## src/rtl/dvc_defs.svh

```systemverilog
/*
 Offsets, field positions, reset values and timing counts of the playback
 volume and compressor control block. Assumes inclusion by bare name.
*/
`ifndef DVC_DEFS_SVH
`define DVC_DEFS_SVH

// ----------------------------------------
// Register indices and address width
// ----------------------------------------
`define DVC_IDX_LEFT_VOL      8'h41
`define DVC_IDX_RIGHT_VOL     8'h42
`define DVC_IDX_COMP_ONE      8'h44
`define DVC_IDX_COMP_TWO      8'h45
`define DVC_IDX_SOFT_STEP     8'h50
`define DVC_IDX_STATUS        8'h51
`define DVC_ADDR_W            12

// ----------------------------------------
// Field positions
// ----------------------------------------
`define DVC_LEFT_EN_BIT       6
`define DVC_RIGHT_EN_BIT      5
`define DVC_THR_HI            4
`define DVC_THR_LO            2
`define DVC_HYS_HI            1
`define DVC_HYS_LO            0
`define DVC_HOLD_HI           6
`define DVC_HOLD_LO           3

// ----------------------------------------
// Reset values
// ----------------------------------------
`define DVC_VOL_RST           8'h00
`define DVC_COMP_ONE_RST      8'h6f
`define DVC_COMP_TWO_RST      8'h38
`define DVC_SOFT_STEP_RST     2'h0

// ----------------------------------------
// Gain and timing constants
// ----------------------------------------
`define DVC_VOL_MAX           8'sh30
`define DVC_VOL_MIN           8'sh81
`define DVC_HOLD_BASE         32
`define DVC_HOLD_LONG         32768

`endif

```

## src/rtl/dvc_pkg.sv

```systemverilog
/*
 Types shared by the volume and compressor control block.
 Assumes nothing of its surroundings.
*/
package dvc_pkg;

	typedef enum logic [1:0] {
		DVC_STEP_EVERY  = 2'b00,
		DVC_STEP_SECOND = 2'b01,
		DVC_STEP_OFF    = 2'b10,
		DVC_STEP_RSVD   = 2'b11
	} dvc_step_t;

	typedef struct packed {
		logic        left_en;
		logic        right_en;
		logic [2:0]  threshold;
		logic [1:0]  hysteresis;
		logic [3:0]  hold;
	} dvc_comp_cfg_t;

	typedef struct packed {
		logic        valid;
		logic [15:0] left;
		logic [15:0] right;
	} dvc_sample_t;

endpackage : dvc_pkg

```

## src/rtl/dvc_gain_chan.sv

```systemverilog
/*
 One playback channel: soft-stepped volume and a simple compressor with
 threshold, hysteresis and hold. Assumes one sample strobe per word clock.
*/
`include "dvc_defs.svh"
`timescale 1ns/1ps
`default_nettype none

module dvc_gain_chan #(
	parameter int HOLD_LONG = `DVC_HOLD_LONG
) (
	input  wire logic              pclk,
	input  wire logic              presetn,
	input  wire logic              word_clk,
	input  wire logic signed [7:0] vol_target,
	input  wire dvc_pkg::dvc_step_t step_mode,
	input  wire logic              comp_active,
	input  wire logic [2:0]        threshold,
	input  wire logic [1:0]        hysteresis,
	input  wire logic [3:0]        hold,
	input  wire logic signed [15:0] sample_in,
	output logic signed [15:0]     sample_out,
	output logic signed [7:0]      vol_now,
	output logic                   comp_engaged
);
	import dvc_pkg::*;

	// Refused at elaboration so a bad hold base never reaches silicon
	if (HOLD_LONG < 1) begin : g_bad_hold
		$error("HOLD_LONG must be positive");
	end

	// ----------------------------------------
	// Functions
	// ----------------------------------------
	// Level in half-dB below full scale of a 16-bit sample, coarse log2
	function automatic logic [7:0] half_db_down(input logic signed [15:0] s);
		logic [15:0] m;
		logic [7:0]  r;
		m = s[15] ? 16'(-s) : s;
		r = 8'h60;
		for (int i = 0; i < 15; i++) begin
			if (m[i])
				r = 8'(12 * (14 - i));
		end
		return r;
	endfunction

	function automatic logic [19:0] hold_count(input logic [3:0] code);
		logic [19:0] n;
		n = 20'h0;
		if (code >= 4'h1 && code <= 4'h5)
			n = 20'(`DVC_HOLD_BASE << (code - 4'h1));
		else if (code == 4'he)
			n = 20'(4 * HOLD_LONG);
		else if (code == 4'hf)
			n = 20'(5 * HOLD_LONG);
		return n;
	endfunction

	// ----------------------------------------
	// Volume soft stepping
	// ----------------------------------------
	logic step_phase_reg;

	always_ff @(posedge pclk or negedge presetn) begin
		if (!presetn) begin
			vol_now        <= 8'sh00;
			step_phase_reg <= 1'b0;
		end else if (word_clk) begin
			step_phase_reg <= ~step_phase_reg;
			if (step_mode == DVC_STEP_OFF || step_mode == DVC_STEP_RSVD)
				vol_now <= vol_target;
			else if (step_mode == DVC_STEP_EVERY || step_phase_reg) begin
				if (vol_now < vol_target)
					vol_now <= vol_now + 8'sh01;
				else if (vol_now > vol_target)
					vol_now <= vol_now - 8'sh01;
			end
		end
	end

	// ----------------------------------------
	// Compressor with hysteresis and hold
	// ----------------------------------------
	logic [19:0] hold_reg;
	logic [7:0]  level;
	logic [7:0]  thr_half;
	logic [7:0]  rel_half;

	assign level    = half_db_down(sample_in);
	assign thr_half = 8'(6 * (threshold + 3'h1));
	assign rel_half = 8'(thr_half + 8'(2 * hysteresis));

	always_ff @(posedge pclk or negedge presetn) begin
		if (!presetn) begin
			comp_engaged <= 1'b0;
			hold_reg     <= 20'h0;
		end else if (word_clk) begin
			if (!comp_active) begin
				comp_engaged <= 1'b0;
				hold_reg     <= 20'h0;
			end else if (level < thr_half) begin
				comp_engaged <= 1'b1;
				hold_reg     <= hold_count(hold);
			end else if (comp_engaged && level > rel_half) begin
				if (hold_reg == 20'h0)
					comp_engaged <= 1'b0;
				else
					hold_reg <= hold_reg - 20'h1;
			end
		end
	end

	// ----------------------------------------
	// Gain application, one sample per word clock
	// ----------------------------------------
	logic signed [8:0] gain_half;
	logic [5:0]        sh;
	logic signed [31:0] scaled;

	// Gain is applied as 6 dB shifts; the fine half-dB steps live in vol_now only
	assign gain_half = 9'(vol_now) - (comp_engaged ? 9'sh6 : 9'sh0);
	assign sh        = gain_half[8] ? 6'(-gain_half / 12) : 6'(gain_half / 12);

	always_comb begin
		scaled = 32'(sample_in);
		if (gain_half[8])
			scaled = scaled >>> sh;
		else
			scaled = scaled <<< sh;
		if (scaled > 32'sh7fff)
			scaled = 32'sh7fff;
		else if (scaled < -32'sh8000)
			scaled = -32'sh8000;
	end

	always_ff @(posedge pclk or negedge presetn) begin
		if (!presetn)
			sample_out <= 16'sh0;
		else if (word_clk)
			sample_out <= scaled[15:0];
	end

endmodule : dvc_gain_chan

`default_nettype wire

```

## src/rtl/dvc_regs.sv

```systemverilog
/*
 Playback volume and compressor control: APB register bank plus two
 channel gain stages. Assumes APB master and a one-cycle word clock strobe.
*/
`include "dvc_defs.svh"
`timescale 1ns/1ps
`default_nettype none

module dvc_regs #(
	parameter int HOLD_LONG = `DVC_HOLD_LONG
) (
	input  wire logic                 pclk,
	input  wire logic                 presetn,
	input  wire logic                 psel,
	input  wire logic                 penable,
	input  wire logic                 pwrite,
	input  wire logic [11:0]          paddr,
	input  wire logic [31:0]          pwdata,
	output logic                      pready,
	output logic [31:0]               prdata,
	output logic                      pslverr,
	input  wire logic                 comp_supported,
	input  wire dvc_pkg::dvc_sample_t sample_in,
	output dvc_pkg::dvc_sample_t      sample_out
);
	import dvc_pkg::*;

	// Five long-hold units must still fit the 20-bit hold counter
	if (HOLD_LONG < 1 || HOLD_LONG > 131072) begin : g_bad_hold
		$error("HOLD_LONG out of range");
	end

	// ----------------------------------------
	// Address decode
	// ----------------------------------------
	function automatic logic is_reg(input logic [11:0] a, input logic [7:0] idx);
		return a == 12'({idx, 2'b00});
	endfunction

	logic access;
	logic wr;
	logic hit;

	assign access  = psel && penable;
	assign wr      = access && pwrite;
	assign pready  = 1'b1;
	assign hit     = is_reg(paddr, `DVC_IDX_LEFT_VOL) || is_reg(paddr, `DVC_IDX_RIGHT_VOL)
	              || is_reg(paddr, `DVC_IDX_COMP_ONE) || is_reg(paddr, `DVC_IDX_COMP_TWO)
	              || is_reg(paddr, `DVC_IDX_SOFT_STEP) || is_reg(paddr, `DVC_IDX_STATUS);
	assign pslverr = access && !hit;

	// ----------------------------------------
	// Registers
	// ----------------------------------------
	logic [7:0] left_vol_reg;
	logic [7:0] right_vol_reg;
	logic [7:0] comp_one_reg;
	logic [3:0] hold_reg;
	logic [1:0] step_reg;

	always_ff @(posedge pclk or negedge presetn) begin
		if (!presetn) begin
			left_vol_reg  <= `DVC_VOL_RST;
			right_vol_reg <= `DVC_VOL_RST;
		end else if (wr) begin
			if (is_reg(paddr, `DVC_IDX_LEFT_VOL))
				left_vol_reg <= pwdata[7:0];
			if (is_reg(paddr, `DVC_IDX_RIGHT_VOL))
				right_vol_reg <= pwdata[7:0];
		end
	end

	always_ff @(posedge pclk or negedge presetn) begin
		if (!presetn)
			comp_one_reg <= `DVC_COMP_ONE_RST;
		else if (wr && is_reg(paddr, `DVC_IDX_COMP_ONE))
			comp_one_reg <= {1'b0, pwdata[6:0]};
	end

	always_ff @(posedge pclk or negedge presetn) begin
		if (!presetn)
			hold_reg <= 4'(`DVC_COMP_TWO_RST >> `DVC_HOLD_LO);
		else if (wr && is_reg(paddr, `DVC_IDX_COMP_TWO))
			hold_reg <= pwdata[`DVC_HOLD_HI:`DVC_HOLD_LO];
	end

	always_ff @(posedge pclk or negedge presetn) begin
		if (!presetn)
			step_reg <= `DVC_SOFT_STEP_RST;
		else if (wr && is_reg(paddr, `DVC_IDX_SOFT_STEP))
			step_reg <= pwdata[1:0];
	end

	// ----------------------------------------
	// Channels
	// ----------------------------------------
	logic signed [15:0] left_q;
	logic signed [15:0] right_q;
	logic signed [7:0]  left_now;
	logic signed [7:0]  right_now;
	logic               left_eng;
	logic               right_eng;
	logic               valid_reg;

	dvc_gain_chan #(.HOLD_LONG(HOLD_LONG)) u_left (
		.pclk         (pclk),
		.presetn      (presetn),
		.word_clk     (sample_in.valid),
		.vol_target   (left_vol_reg),
		.step_mode    (dvc_step_t'(step_reg)),
		.comp_active  (comp_one_reg[`DVC_LEFT_EN_BIT] && comp_supported),
		.threshold    (comp_one_reg[`DVC_THR_HI:`DVC_THR_LO]),
		.hysteresis   (comp_one_reg[`DVC_HYS_HI:`DVC_HYS_LO]),
		.hold         (hold_reg),
		.sample_in    (sample_in.left),
		.sample_out   (left_q),
		.vol_now      (left_now),
		.comp_engaged (left_eng)
	);

	dvc_gain_chan #(.HOLD_LONG(HOLD_LONG)) u_right (
		.pclk         (pclk),
		.presetn      (presetn),
		.word_clk     (sample_in.valid),
		.vol_target   (right_vol_reg),
		.step_mode    (dvc_step_t'(step_reg)),
		.comp_active  (comp_one_reg[`DVC_RIGHT_EN_BIT] && comp_supported),
		.threshold    (comp_one_reg[`DVC_THR_HI:`DVC_THR_LO]),
		.hysteresis   (comp_one_reg[`DVC_HYS_HI:`DVC_HYS_LO]),
		.hold         (hold_reg),
		.sample_in    (sample_in.right),
		.sample_out   (right_q),
		.vol_now      (right_now),
		.comp_engaged (right_eng)
	);

	always_ff @(posedge pclk or negedge presetn) begin
		if (!presetn)
			valid_reg <= 1'b0;
		else
			valid_reg <= sample_in.valid;
	end

	assign sample_out = '{valid: valid_reg, left: left_q, right: right_q};

	// ----------------------------------------
	// Read mux; registered so data come from flip-flops
	// ----------------------------------------
	always_ff @(posedge pclk or negedge presetn) begin
		if (!presetn)
			prdata <= 32'h0;
		else if (psel && !penable && !pwrite) begin
			prdata <= 32'h0;
			if (is_reg(paddr, `DVC_IDX_LEFT_VOL))
				prdata <= {24'h0, left_vol_reg};
			if (is_reg(paddr, `DVC_IDX_RIGHT_VOL))
				prdata <= {24'h0, right_vol_reg};
			if (is_reg(paddr, `DVC_IDX_COMP_ONE))
				prdata <= {24'h0, comp_one_reg};
			if (is_reg(paddr, `DVC_IDX_COMP_TWO))
				prdata <= {25'h0, hold_reg, 3'h0};
			if (is_reg(paddr, `DVC_IDX_SOFT_STEP))
				prdata <= {30'h0, step_reg};
			if (is_reg(paddr, `DVC_IDX_STATUS))
				prdata <= {14'h0, left_eng, right_eng, right_now, left_now};
		end
	end

endmodule : dvc_regs

`default_nettype wire

```

## config.mk

```make
export PLATFORM = sky130hd
export DESIGN_NAME = dvc_regs
export DESIGN_NICKNAME = d
export VERILOG_FILES = /design/src/rtl/dvc_pkg.sv /design/src/rtl/dvc_gain_chan.sv /design/src/rtl/dvc_regs.sv
export VERILOG_INCLUDE_DIRS = /design/src /design/src/rtl
export SDC_FILE = /design/constraint.sdc
export NUM_CORES = 1
export LEC_CHECK = 0
export ABC_AREA = 0
export CELL_PAD_IN_SITES_DETAIL_PLACEMENT = 0
export CELL_PAD_IN_SITES_GLOBAL_PLACEMENT = 1
export CORE_MARGIN = 8
export CORE_UTILIZATION = 35
export CTS_BUF_LIST = sky130_fd_sc_hd__clkbuf_4
export DETAILED_ROUTE_END_ITERATION = 10
export DONT_BUFFER_PORTS = 1
export PLACE_DENSITY = 0.6
export SYNTH_ARGS = -nofsm -noshare
export SYNTH_HDL_FRONTEND = slang
export SYNTH_SLANG_ARGS = --single-unit
```

## constraint.sdc

```tcl
create_clock -name pclk -period 5.95 [get_ports pclk]
set_clock_uncertainty 0.2 [all_clocks]
set_input_delay 0.2975 -clock pclk [delete_from_list [all_inputs] [get_ports pclk]]
set_output_delay 0.2975 -clock pclk [all_outputs]
set_load 0.01 [all_outputs]
```

=== After elaboration in Yosys (flattened, before gate mapping) ===
Index checks and enable logic that the tools add are counted.

* Reductions and logical operators: 39
* Multiplexer cells: 75
* Order comparisons: 14
* $add $sub $neg: 15
* Div/mod/pow operators: 4
* $mul: 1
* Bitwise gates (word level): 2
* Equality and inequality tests: 16
* Shifts and indexed selects: 5

{| class="wikitable"
|+ Operators by type and width
! kind !! count
|-
| $mux W8 || 41
|-
| $mux W20 || 9
|-
| $mux W32 || 5
|-
| $div A32 B5 Y32 const B || 4
|-
| $eq A12 B9 Y1 const B || 6
|-
| $gt A32 B16 Y1 const B || 2
|-
| $lt A32 B16 Y1 const B || 2
|-
| $mux W16 || 4
|-
| $neg A9 Y32 || 2
|-
| $sshl A16 B6 Y32 || 2
|-
| $sshr A16 B6 Y32 || 2
|-
| $logic_not A20 Y1 || 2
|-
| $sub A20 B1 Y20 const B || 2
|-
| $mux W18 || 2
|-
| $gt A8 B8 Y1 || 4
|-
| $lt A8 B8 Y1 || 4
|-
| $mul A2 B32 Y7 const A || 1
|-
| $mux W15 || 2
|-
| $neg A15 Y15 || 2
|-
| $shl A6 B4 Y20 const A || 1
|-
| $ne A3 B3 Y1 const B || 6
|-
| $reduce_and A3 Y1 || 6
|-
| $sub A8 B4 Y9 || 2
|-
| $add A8 B2 Y8 const B || 2
|-
| other kinds (19) || 56
|}

* Bits in writable memories: 0
* Bits in latches: 0
* Memories kept: 0
* Output and inout bits: 67
* Register bits: 154
* Bits in read-only memories: 0

=== Logic depth before layout (Yosys ltp) ===
Gate-level depths: netlist of the first run.

* Depth after elaboration: 22
* Gate-level depth with buffers: 26
* Gate-level depth less buffers: 26

=== Cells and area by module ===
A second synthesis of the first run with hierarchy kept.

* Cell total of the unflattened synthesis: 2108
* Area, all modules: 16253.1 um^2

{| class="wikitable"
|+ Modules (own cells, without submodules)
! module !! cells each !! area each (um^2) !! seq. area each (um^2) !! times used
|-
| dvc_gain_chan (u_right) || 958 || 6960.4 || 1151.1 || 1
|-
| dvc_gain_chan (u_left) || 946 || 6874.1 || 1151.1 || 1
|-
| dvc_regs || 204 || 2418.6 || 1212.4 || 1
|}

=== Worst setup path after synthesis of the first run ===
OpenSTA, ideal clock, no wires.

* Path kind: reg-to-reg
* Start point: register u_left.vol_now[1]
* End point: register u_left.sample_out[14]
* Data arrival time: 4.767 ns
* Setup time: 0.138 ns
* Period minus slack after synthesis: 5.105 ns
* Cell stages (with the launch flop): 24
* Path slack: 0.845 ns
* Cell sequence: dfrtp_1 > inv_1 > ha_1 > inv_1 > fa_1 > buf_4 > xnor2_2 > nor2_1 > a221o_1 > or3_4 > and2_1 > buf_6 > o311a_4 > nand2_2 > buf_6 > mux2_1 > mux2i_1 > o2bb2ai_1 > a31oi_1 > nor4_1 > nand4b_1 > o21ai_2 > buf_6 > a211oi_1

* Longest elaborated chain between the ends: 9
* Elaborated cells between the ends (all ways): 12
* Those cells by class: add/sub: 2; div: 2; order compare: 2; shift: 2; mux: 4

{| class="wikitable"
|+ Ends and longest elaborated chain
! what !! RTL line !! source
|-
| start, declared || dvc_gain_chan.sv:23 || <nowiki>output logic signed [7:0] vol_now,</nowiki>
|-
| start signal, assigned || dvc_gain_chan.sv:73 || <nowiki>vol_now <= vol_target;</nowiki>
|-
| start signal, assigned || dvc_gain_chan.sv:76 || <nowiki>vol_now <= vol_now + 8'sh01;</nowiki>
|-
| start signal, assigned || dvc_gain_chan.sv:78 || <nowiki>vol_now <= vol_now - 8'sh01;</nowiki>
|-
| $sub A8 B4 Y9 (*) || dvc_gain_chan.sv:123 || <nowiki>assign gain_half = 9'(vol_now) - (comp_engaged ? 9'sh6 : 9'sh0);</nowiki>
|-
| $neg A9 Y32 || dvc_gain_chan.sv:124 || <nowiki>assign sh = gain_half[8] ? 6'(-gain_half / 12) : 6'(gain_half / 12);</nowiki>
|-
| $div A32 B5 Y32 || dvc_gain_chan.sv:124 ||
|-
| $mux W6 || dvc_gain_chan.sv:124 ||
|-
| $sshl A16 B6 Y32 / $sshr A16 B6 Y32 (equally long branches) || dvc_gain_chan.sv:131, dvc_gain_chan.sv:129 ||
|-
| $mux W32 (*) || dvc_gain_chan.sv:128 || <nowiki>if (gain_half[8])</nowiki>
|-
| $lt A32 B16 Y1 || dvc_gain_chan.sv:134 || <nowiki>else if (scaled < -32'sh8000)</nowiki>
|-
| $mux W16 || dvc_gain_chan.sv:134 ||
|-
| $mux W16 (*) || dvc_gain_chan.sv:132 || <nowiki>if (scaled > 32'sh7fff)</nowiki>
|-
| end signal, assigned || dvc_gain_chan.sv:142 || <nowiki>sample_out <= scaled[15:0];</nowiki>
|-
| end, declared || dvc_gain_chan.sv:22 || <nowiki>output logic signed [15:0] sample_out,</nowiki>
|}

Mark *: on every way between the ends. The rest lies on a longest branch, timed or not.
A chain may end at the register's enable or synchronous reset.

=== Worst setup path in the final report of the first run ===
* Start point: register u_left.vol_now[1]
* End point: register u_left.sample_out[3]

Same word-level chain as after synthesis.

==> summary.txt, run 1 <==
Floorplanning
  – Die Y: 223.0 um
  – Core ar.: 42700 um^2
  – Die W: 223.0 um
  – FP Rows: 76
  – Die area: 49740 um^2
  – I/O Pins: 150
  – Initial Util: 35.13%

Clock tree
  – Clock sinks: 140
  – CTS max path bufs: 2
  – Clk root buf: clkbuf_4
  – Worst-path clk slew: 160 ps
  – Num CTS Buffers: 17
  – CTS tree: done
  – Clk_lat worst skew: 630 ps
  – CTS H-tree depth: 4

Worst setup path
  – Critical-path top delay cell: fa_1
  – Critical Path RT: 6260 ps
  – Worst EP arrival: 5970 ps
  – Critical path type: flip-flop to flip-flop
  – Crit path launch type: flip-flop
  – Crit path max fanout: 20
  – Critical path capture point type: flip-flop
  – Cell Chain, Critical Path: inv_1, ha_1, inv_1, fa_1, nand2b_1, o41a_1, o31a_1, o31ai_4, buf_4, o311a_4, nand2_4, inv_2, buf_4, mux2_2, mux2_2, or2_2, o31a_1, a21oi_1, o21ai_0, nand2_1, a311oi_1
  – Max incr delay on CP: 500 ps

Routing
  – Routed WL per cell: 20.11 um
  – Highest routed layer: met4
  – Vias per std cell: 5.815
  – Drt drc: 0
  – First-pass iteration count of the detailed router: 6
  – Total number of vias: 14730
  – WL met1: 23.98 mm
  – Final wirelength: 50.97 mm
  – Antenna Nets Post-Route: 0
  – Met3 Wirelength: 2.298 mm
  – Routed wl met2: 24.01 mm
  – Drt initial violations: 1357

Global route
  – Initial antenna violation count: 2
  – Global-route wire length before repair: 80.47 mm
  – Number of global-route vias before repair: 14140
  – Largest net degree at the start of global routing: 141
  – Tot GR Track Use: 19.85%
  – GR Overflow Total: 0

Yosys
  – Top cells by count, synth: nor2_1, nand2_1, o21ai_0, a21oi_1, dfrtp_1
  – Largest area contributor in the netlist: dfrtp_1
  – Synth cell types: 99
  – Mux contribution to synthesized area: 10.32%
  – Yosys top cell area share: 21.86%
  – Post-Synth Simple-Gate Area: 23.33%
  – Largest family of logic cells by synthesized area: compound AO/OA/AOI/OAI gates
  – Synth area leaders: dfrtp_1, mux2i_1, nor2_1
  – Post-synthesis xor/xnor area fraction: 4.479%
  – Post-Synthesis Cell Area: 15000 um^2
  – Cells after Synth: 1990
  – Syn avg cell area: 7.537 um^2
  – Top-count cell post-synth: nor2_1
  – Synthesis Warnings: 0
  – Compound-Gate Fraction of Synth Area: 25.20%
  – Main synth FF type: dfrtp_1
  – Number of synthesized register bits: 140
  – Ys async rst share: 100.0%
  – Post-synth EDFFs: 0
  – Post-synthesis adder-cell area fraction: 6.573%
  – Register area share after synthesis: 23.43%

Placed design
  – Port buffer count: 0
  – Pre-CTS setup slack: 179.0 ps
  – Gp weighted congestion: 0.8857
  – Post-detail-place hpwl: 37.52 mm

STA
  – Final setup margin: 282.6 ps
  – Final min period: 5667 ps
  – Final setup violation count: 0
  – Final Cycle Share: 95.25%
  – Final Hold Vio Count: 0
  – Final Max Slew Viols: 0
  – Worst slew margin: 19.89%
  – Fmax: 176.4 MHz
  – Setup TNS: 0 ps
  – Worst-Margin Slew: 1202 ps

Final layout
  – Finished Core Util: 38.38%
  – Layout cell share with drive strength beyond 1: 11.68%
  – Final Net Count: 2131
  – Area added between synthesis and finish: 9.251%

Flow run
  – Max Cap Violations: 0

Min path
  – Hold Path Class: input port to flip-flop

Run status
  – Run status: finished, final reports clean
## final timing paths
kind | start | endpoint | slack, ps | cells past startpoint
min in group asynchronous | presetn | u_left.sample_out[14] | 160 | 2
worst min register to register | u_right.step_phase_reg | u_right.step_phase_reg | 290 | 1
max in group asynchronous | presetn | u_right.comp_engaged | 4680 | 2
worst min-delay path | sample_in[15] | u_right.sample_out[10] | 100 | 6
worst max register to register | u_left.vol_now[1] | u_left.sample_out[3] | 280 | 21
worst max-delay path | u_left.vol_now[1] | u_left.sample_out[3] | 280 | 21
## area by class of cell
cell class | count | area (um^2)
Fill cell | 4442 | 26310
Multi-Input combinational cell | 1642 | 10720
Sequential cell | 140 | 3515
Timing Repair Buffer | 109 | 969.7
Tap cell | 546 | 683.2
Inverter | 63 | 240.2
Clock buffer | 17 | 127.6
Clock inverter | 15 | 125.1
Antenna cell | 2 | 5.005
## what timing repair did
action,CTS,global route
hold buffers,35,0
setup endpoints to repair,0,29
gates resized for setup,0,25
setup buffers,0,9
endpoints found under the hold margin,266,0
## through the flow
stage | cells | cell area (um^2) | hold slack (ps)
2_1_floorplan | 2003 | 15050 | -198.1
3_3_place_gp | 2455 | 15540 | -186.3
3_5_place_dp | 2455 | 15540 | -186.4
4_1_cts | 2522 | 16180 | 14.72
5_1_grt | 2534 | 16390 | 91.90
6_report | 2534 | 16390 | 104.9
## kinds of logic (layout without fill, tap and decap cells)
| group | count (synthesis) | count (layout) |
|---|---|---|
| compound gates | 580 | 581 |
| fa+ha+maj | 76 | 76 |
| buf+inv | 222 | 204 |
| other cells | 2 | 17 |
| mux | 148 | 148 |
| xor+xnor | 75 | 75 |
| simple gates | 747 | 747 |
| flops | 140 | 140 |
## worst max-delay path: cells and delay by family, from the launching register on
kind | cells | cell delay [ps]
AND/OR/NAND/NOR | 4 | 720
flip-flops | 1 | 450
adder cells (fa/ha/maj) | 2 | 660
AO/OA/AOI/OAI | 8 | 1880
multiplexers | 2 | 660
buffers and inverters | 5 | 960
## routing by layer
metal	track usage, %	vias to the layer above
met1	27.48	7125
met5	0	-
li1	-	7179
met2	32.21	382
met3	3.073	48
met4	4.397	0
## cell usage in the layout, fill, tap and decap left out, types with 8 or more instances in the layout
cell	n
or2_2	8
a22o_1	8
o21ai_1	15
nand2b_1	25
nor2b_1	22
dfrtp_1	131
or3_1	24
nand3_1	51
a21o_1	21
a211oi_2	12
dlygate4sd3_1	33
conb_1	15
ha_1	70
a31oi_1	45
o21a_1	13
xor2_1	26
o31ai_1	18
clkbuf_4	17
xnor2_1	45
o211ai_1	23
a21oi_1	136
nor3_1	68
a211oi_1	23
inv_1	58
o21ai_0	154
mux2_2	49
nor2_1	251
nand4_1	20
mux2i_1	94
nor4_1	24
buf_4	71
nand2_1	186
dfstp_2	9
and3_1	11
Power of run 1 is left out: the tool's default activity adds up to more than one toggle a clock period on the data nets, which glitch-free logic cannot reach.
==> run 2: changes to the inputs <==
- CORE_MARGIN: 8 -> 4
==> run 2 against run 1 <==
Count of clock-buffer cells in the layout did not move. First-iteration DRC count down 14%. Global-route usage up 1.5 points. Non-clock buffer count down 2. Register-to-register slack better by 100 ps. Sequential share of layout area is 0.052 points lower. Cell count is 0.32% lower. Via count about the same. Maximum frequency rose by 1.8%. Die area fell by 7.0%. Flip-flop and latch count did not move. Utilization is 0.61 points higher.
==> summary.txt, run 2 (synthesis results as in run 1) <==
Clock tree
  – Worst-path clk slew: 160 ps (about the same)
  – Clk_lat worst skew: 650 ps (+20 ps)
  – Num CTS Buffers: 17 (unchanged)
  – CTS tree: done
  – CTS H-tree depth: 4 (unchanged)
  – Clock sinks: 140 (unchanged)
  – Clk root buf: clkbuf_4
  – CTS max path bufs: 2 (unchanged)

Placed design
  – Post-detail-place hpwl: 37.18 mm (-0.92%)
  – Cells after DPL: 2448 (-0.29%)
  – Gp weighted congestion: 0.8663 (-2.2%)
  – Port buffer count: 0 (unchanged)

Global route
  – Top Usage Layer GRT: met2
  – Largest net degree at the start of global routing: 141 (unchanged)
  – Met3 track demand over resource: 4.181% (+1.1 points)
  – GR Overflow Total: 0 (unchanged)
  – Met1 Resource Use GR: 30.04% (+2.6 points)
  – Initial antenna violation count: 2 (unchanged)
  – Number of global-route vias before repair: 14060 (-0.58%)
  – Tot GR Track Use: 21.38% (+1.5 points)
  – M2 GR Usage: 34.34% (+2.1 points)
  – Global-route wire length before repair: 80.36 mm (-0.15%)

Routing
  – Antenna Nets Post-Route: 0 (unchanged)
  – Total number of vias: 14730 (-0.048%)
  – Routed WL per cell: 20.15 um (+0.19%)
  – First-pass iteration count of the detailed router: 6 (unchanged)
  – Drt initial violations: 1162 (-14%)
  – Final wirelength: 50.90 mm (-0.13%)
  – Drt drc: 0 (unchanged)
  – Vias per std cell: 5.830 (+0.27%)

STA
  – Final Max Slew Viols: 0 (unchanged)
  – Final setup violation count: 0 (unchanged)
  – Setup TNS: 0 ps (unchanged)
  – Fmax: 179.6 MHz (+1.8%)
  – Final Cycle Share: 93.56% (-1.7 points)
  – RSZ-0062 raised after global routing: no
  – Final min period: 5567 ps (-100.8 ps)
  – Final Hold Vio Count: 0 (unchanged)
  – Worst-Margin Slew: 1182 ps (-19.72 ps)
  – Worst slew margin: 21.20% (+1.3 points)

Worst setup path
  – Critical Path RT: 6270 ps (about the same)
  – Cell Chain, Critical Path: inv_1, ha_1, inv_1, fa_1, buf_4, nor3_1, a211oi_1, o2111a_1, nor4_1, nand2_1, o2111a_1, nand2_2, buf_4, mux2_2, mux2i_1, a22o_1, or2_1, a21o_1, o211ai_1, o21ai_2, buf_12, a311oi_1
  – Delay-heaviest family, CP: compound AO/OA/AOI/OAI gates
  – Max incr delay on CP: 590 ps (+90 ps)
  – Critical path capture point type: flip-flop
  – Critical path type: flip-flop to flip-flop
  – Worst Path Buf+Inv: 5 (unchanged)
  – Critical-path top delay cell: nor4_1
  – Crit path launch type: flip-flop
  – Worst EP arrival: 5880 ps (-90 ps)
  – Crit path max fanout: 15 (-25%)

Floorplanning
  – Core ar.: 42130 um^2 (-1.3%)
  – Die Y: 215.0 um (-3.6%)
  – Die area: 46230 um^2 (-7.0%)
  – FP Rows: 75 (-1.3%)
  – Initial Util: 35.60% (+0.47 points)
  – Die W: 215.0 um (-3.6%)
  – I/O Pins: 150 (unchanged)

Final layout
  – Final Non-Filler Cells: 2526 (-0.32%)
  – Final Net Count: 2130 (-0.047%)
  – Most common cell after layout, fill and taps aside: nor2_1
  – Layout cell share with drive strength beyond 1: 11.18% (-0.50 points)
  – Area added between synthesis and finish: 9.518%
  – Most frequent cells in the layout: nor2_1, nand2_1, o21ai_0

Run status
  – Run status: finished, final reports clean

Min path
  – Hold Path Class: input port to flip-flop

Flow run
  – Max Cap Violations: 0 (unchanged)
## run 2: worst reg2reg max path: cells and delay by family, from the launching register on
family / cells / cell delay [ps]
mux: 2 / 830
flops: 1 / 450
compound gates: 8 / 1410
fa+ha+maj: 2 / 590
simple gates: 5 / 1180
buf+inv: 5 / 800
## run 2: per-stage QoR
stage	hold slack (ps)	instance area, um^2	util (%)	setup WS [ps]
after floorplan	-198.1	15050	-	844.7
after global placement	-187.5	15540	36.89	261.1
after detailed placement	-187.0	15540	36.89	302.0
after CTS	0.6862	16270	38.61	217.1
after global routing	42.08	16430	38.99	1.213
final	66.31	16430	38.99	383.3
## run 2: path summary, 6_finish.rpt
kind	from	end	slack [ps]	cells after the start
setup / recovery	u_left.vol_now[1]	u_left.sample_out[1]	380	22
hold / removal	psel	prdata[14]	70	3
setup reg to reg	u_left.vol_now[1]	u_left.sample_out[1]	380	22
hold reg to reg	u_right.step_phase_reg	u_right.step_phase_reg	290	1
max in group asynchronous	presetn	u_right.sample_out[3]	4790	2
min in group asynchronous	presetn	u_left.vol_now[4]	110	2
## run 2: cell type report
cell class / count / area, um^2
fillers: 4465 / 25710
multi-input cells: 1643 / 10700
flip-flops and latches: 140 / 3515
repair buffers: 107 / 975.9
well taps: 539 / 674.4
inverters: 63 / 241.5
clock inverters: 15 / 191.4
clock buffers: 17 / 127.6
diodes: 2 / 5.005
## run 2: timing repair
| action | in CTS | in global routing |
|---|---|---|
| buffers inserted | 0 | 5 |
| hold buffers | 37 | 0 |
| hold endpoints to repair | 265 | 0 |
| endpoints found under the setup margin | 0 | 30 |
| resized for setup | 0 | 21 |
## run 2: metal layers
| layer | wire (um) | part of all wire (%) |
|---|---|---|
| met1 | 24060 | 47 |
| met2 | 23570 | 46 |
| met3 | 2637 | 5.2 |
| met4 | 603 | 1.2 |
| met5 | 27 | 0.053 |
Power of run 2 is left out for the same reason.
==> run 3: changes to the inputs <==
--- a/config.mk
+++ b/config.mk
@@ -15,5 +15,5 @@
 export DETAILED_ROUTE_END_ITERATION = 10
 export DONT_BUFFER_PORTS = 1
-export PLACE_DENSITY = 0.6
+export PLACE_DENSITY_LB_ADDON = 0.08
 export SYNTH_ARGS = -nofsm -noshare
 export SYNTH_HDL_FRONTEND = slang
==> constraint.sdc (replaced) <==
create_clock -name pclk -period 5.95 [get_ports pclk]
set_clock_uncertainty 0.2 [all_clocks]
set_input_delay 1.19 -clock pclk [delete_from_list [all_inputs] [get_ports pclk]]
set_output_delay 1.19 -clock pclk [all_outputs]
set_load 0.01 [all_outputs]
==> run 3 against run 2 <==
Die area did not move. Non-clock buffer count is 18 lower. Via count barely moved. Count of clock-buffer cells in the layout unchanged. Worst setup slack lost 110 ps. Hold slack better by 110 ps. Maximum frequency down 2.0%. Register-to-register slack worse by 110 ps. Utilization decreased by 0.54 points. Cell count decreased by 0.79%. Global-route usage is 0.41 points higher. Design area decreased by 1.4%. Critical path type unchanged. Critical endpoint is now u_left.sample_out[3]. Largest cell class unchanged.
==> summary.txt, run 3 (synthesis results as in run 1) <==
Final layout
  – Most frequent cells in the layout: nor2_1, nand2_1, o21ai_0
  – Most common cell after layout, fill and taps aside: nor2_1
  – Fin area: 16200 um^2 (-1.4%)
  – Layout cell share with drive strength beyond 1: 12.41% (+1.2 points)
  – Final Net Count: 2111 (-0.89%)
  – Area added between synthesis and finish: 8.000%

Routing
  – Total number of vias: 14710 (-0.088%)
  – First-pass iteration count of the detailed router: 5 (-1)
  – Routed WL per cell: 20.53 um (+1.9%)
  – Drt initial violations: 1234 (+6.2%)
  – Final wirelength: 51.44 mm (+1.1%)
  – Drt drc: 0 (unchanged)
  – Vias per std cell: 5.872 (+0.71%)
  – Antenna Nets Post-Route: 0 (unchanged)

Worst setup path
  – Critical path type: flip-flop to flip-flop
  – Crit path max fanout: 23 (+8)
  – Critical Path RT: 6260 ps (about the same)
  – Worst EP arrival: 5990 ps (+110 ps)
  – Crit path launch type: flip-flop
  – Critical path capture point type: flip-flop

Run status
  – Run status: finished, final reports clean

Clock tree
  – Clk root buf: clkbuf_4
  – CTS H-tree depth: 4 (unchanged)
  – Clk_lat worst skew: 630 ps (-20 ps)
  – Clock sinks: 140 (unchanged)
  – Worst-path clk slew: 150 ps (about the same)
  – CTS max path bufs: 2 (unchanged)
  – Num CTS Buffers: 17 (unchanged)
  – CTS tree: done

STA
  – Final min period: 5678 ps (+111.5 ps)
  – Hold_ws: 175.7 ps (+109.4 ps)
  – Final setup violation count: 0 (unchanged)
  – Final setup margin: 271.9 ps (-111.5 ps)
  – Worst-Margin Slew: 1161 ps (-21.11 ps)
  – Worst slew margin: 22.61% (+1.4 points)
  – Final Max Slew Viols: 0 (unchanged)
  – Fmax: 176.1 MHz (-2.0%)
  – Final Hold Vio Count: 0 (unchanged)
  – Final Cycle Share: 95.43% (+1.9 points)

Placed design
  – Port buffer count: 0 (unchanged)
  – Gp weighted congestion: 0.8885 (+2.6%)
  – Pre-CTS setup slack: 24.51 ps (-277.4 ps)
  – Post-detail-place hpwl: 37.78 mm (+1.6%)
  – Area after DPL: 15660 um^2 (+0.77%)

Floorplanning
  – I/O Pins: 150 (unchanged)
  – FP Rows: 75 (unchanged)
  – Die Y: 215.0 um (unchanged)
  – Die W: 215.0 um (unchanged)
  – Initial Util: 35.60% (unchanged)
  – Core ar.: 42130 um^2 (unchanged)
  – Die area: 46230 um^2 (unchanged)

Global route
  – Number of global-route vias before repair: 14180 (+0.84%)
  – Initial antenna violation count: 1 (-1)
  – Largest net degree at the start of global routing: 111 (-21%)
  – Global-route wire length before repair: 81.85 mm (+1.9%)
  – GR Overflow Total: 0 (unchanged)
  – Tot GR Track Use: 21.79% (+0.41 points)

Flow run
  – Max Cap Violations: 0 (unchanged)

Min path
  – Hold Path Class: input port to asynchronous set/reset pin
==> run 3: worst paths after layout <==
path,from,cells after the start,to,slack (ps)
setup / recovery,u_left.comp_engaged,21,u_left.sample_out[3],270
max in group asynchronous,presetn,1,u_right.comp_engaged,4680
min in group pclk,u_left.step_phase_reg,1,u_left.step_phase_reg,310
setup reg to reg,u_left.comp_engaged,21,u_left.sample_out[3],270
hold / removal,presetn,0,hold_reg[2],180
hold reg to reg,u_left.step_phase_reg,1,u_left.step_phase_reg,310
==> run 3: area by class of cell <==
type | count | area (um^2)
fill | 4438 | 25930
sequential | 140 | 3516
inverter | 63 | 239.0
clock buffer | 17 | 127.6
clock inverter | 15 | 178.9
tap | 539 | 674.4
antenna | 1 | 2.502
multi-input combinational | 1642 | 10690
timing repair buffer | 89 | 767.0
==> run 3: worst max-delay path, stage by stage (launching register included) <==
cell and delay (ps):
dfrtp_1 560, ha_1 210, inv_1 50, fa_1 520, nand2b_1 220, o41a_1 430, o31a_1 340, o31ai_4 430
buf_4 200, nor2_1 70, o22ai_1 130, nand4_1 100, buf_4 190, buf_4 230, mux2i_1 190, buf_4 190
a22o_1 200, or2_1 250, nor4_2 310, a211oi_2 140, buf_12 170, a311oi_1 240
==> run 3: per-layer routing <==
layer  global-route usage, %  share of wire (%)  vias to the layer above
met2                   35.20                 46                      366
met5                       0                  0                        -
met3                   3.333                4.5                       57
li1                        -                  -                     7174
met4                   5.776                1.9                        0
met1                   30.54                 47                     7117
==> run 3: through the flow <==
step	util [%]	std cells	setup TNS, ps
6_report	38.45	2506	0
5_1_grt	38.45	2506	-19.37
4_1_cts	38.01	2494	0
3_5_place_dp	37.17	2460	0
3_3_place_gp	37.17	2460	0
2_1_floorplan	-	2003	0
==> run 3: what timing repair did <==
item | in CTS | in global routing
buffers inserted | 0 | 10
resized for setup | 0 | 21
hold buffers | 2 | 0
hold endpoints to repair | 110 | 0
endpoints found under the setup margin | 0 | 30
Power of run 3 is left out for the same reason.
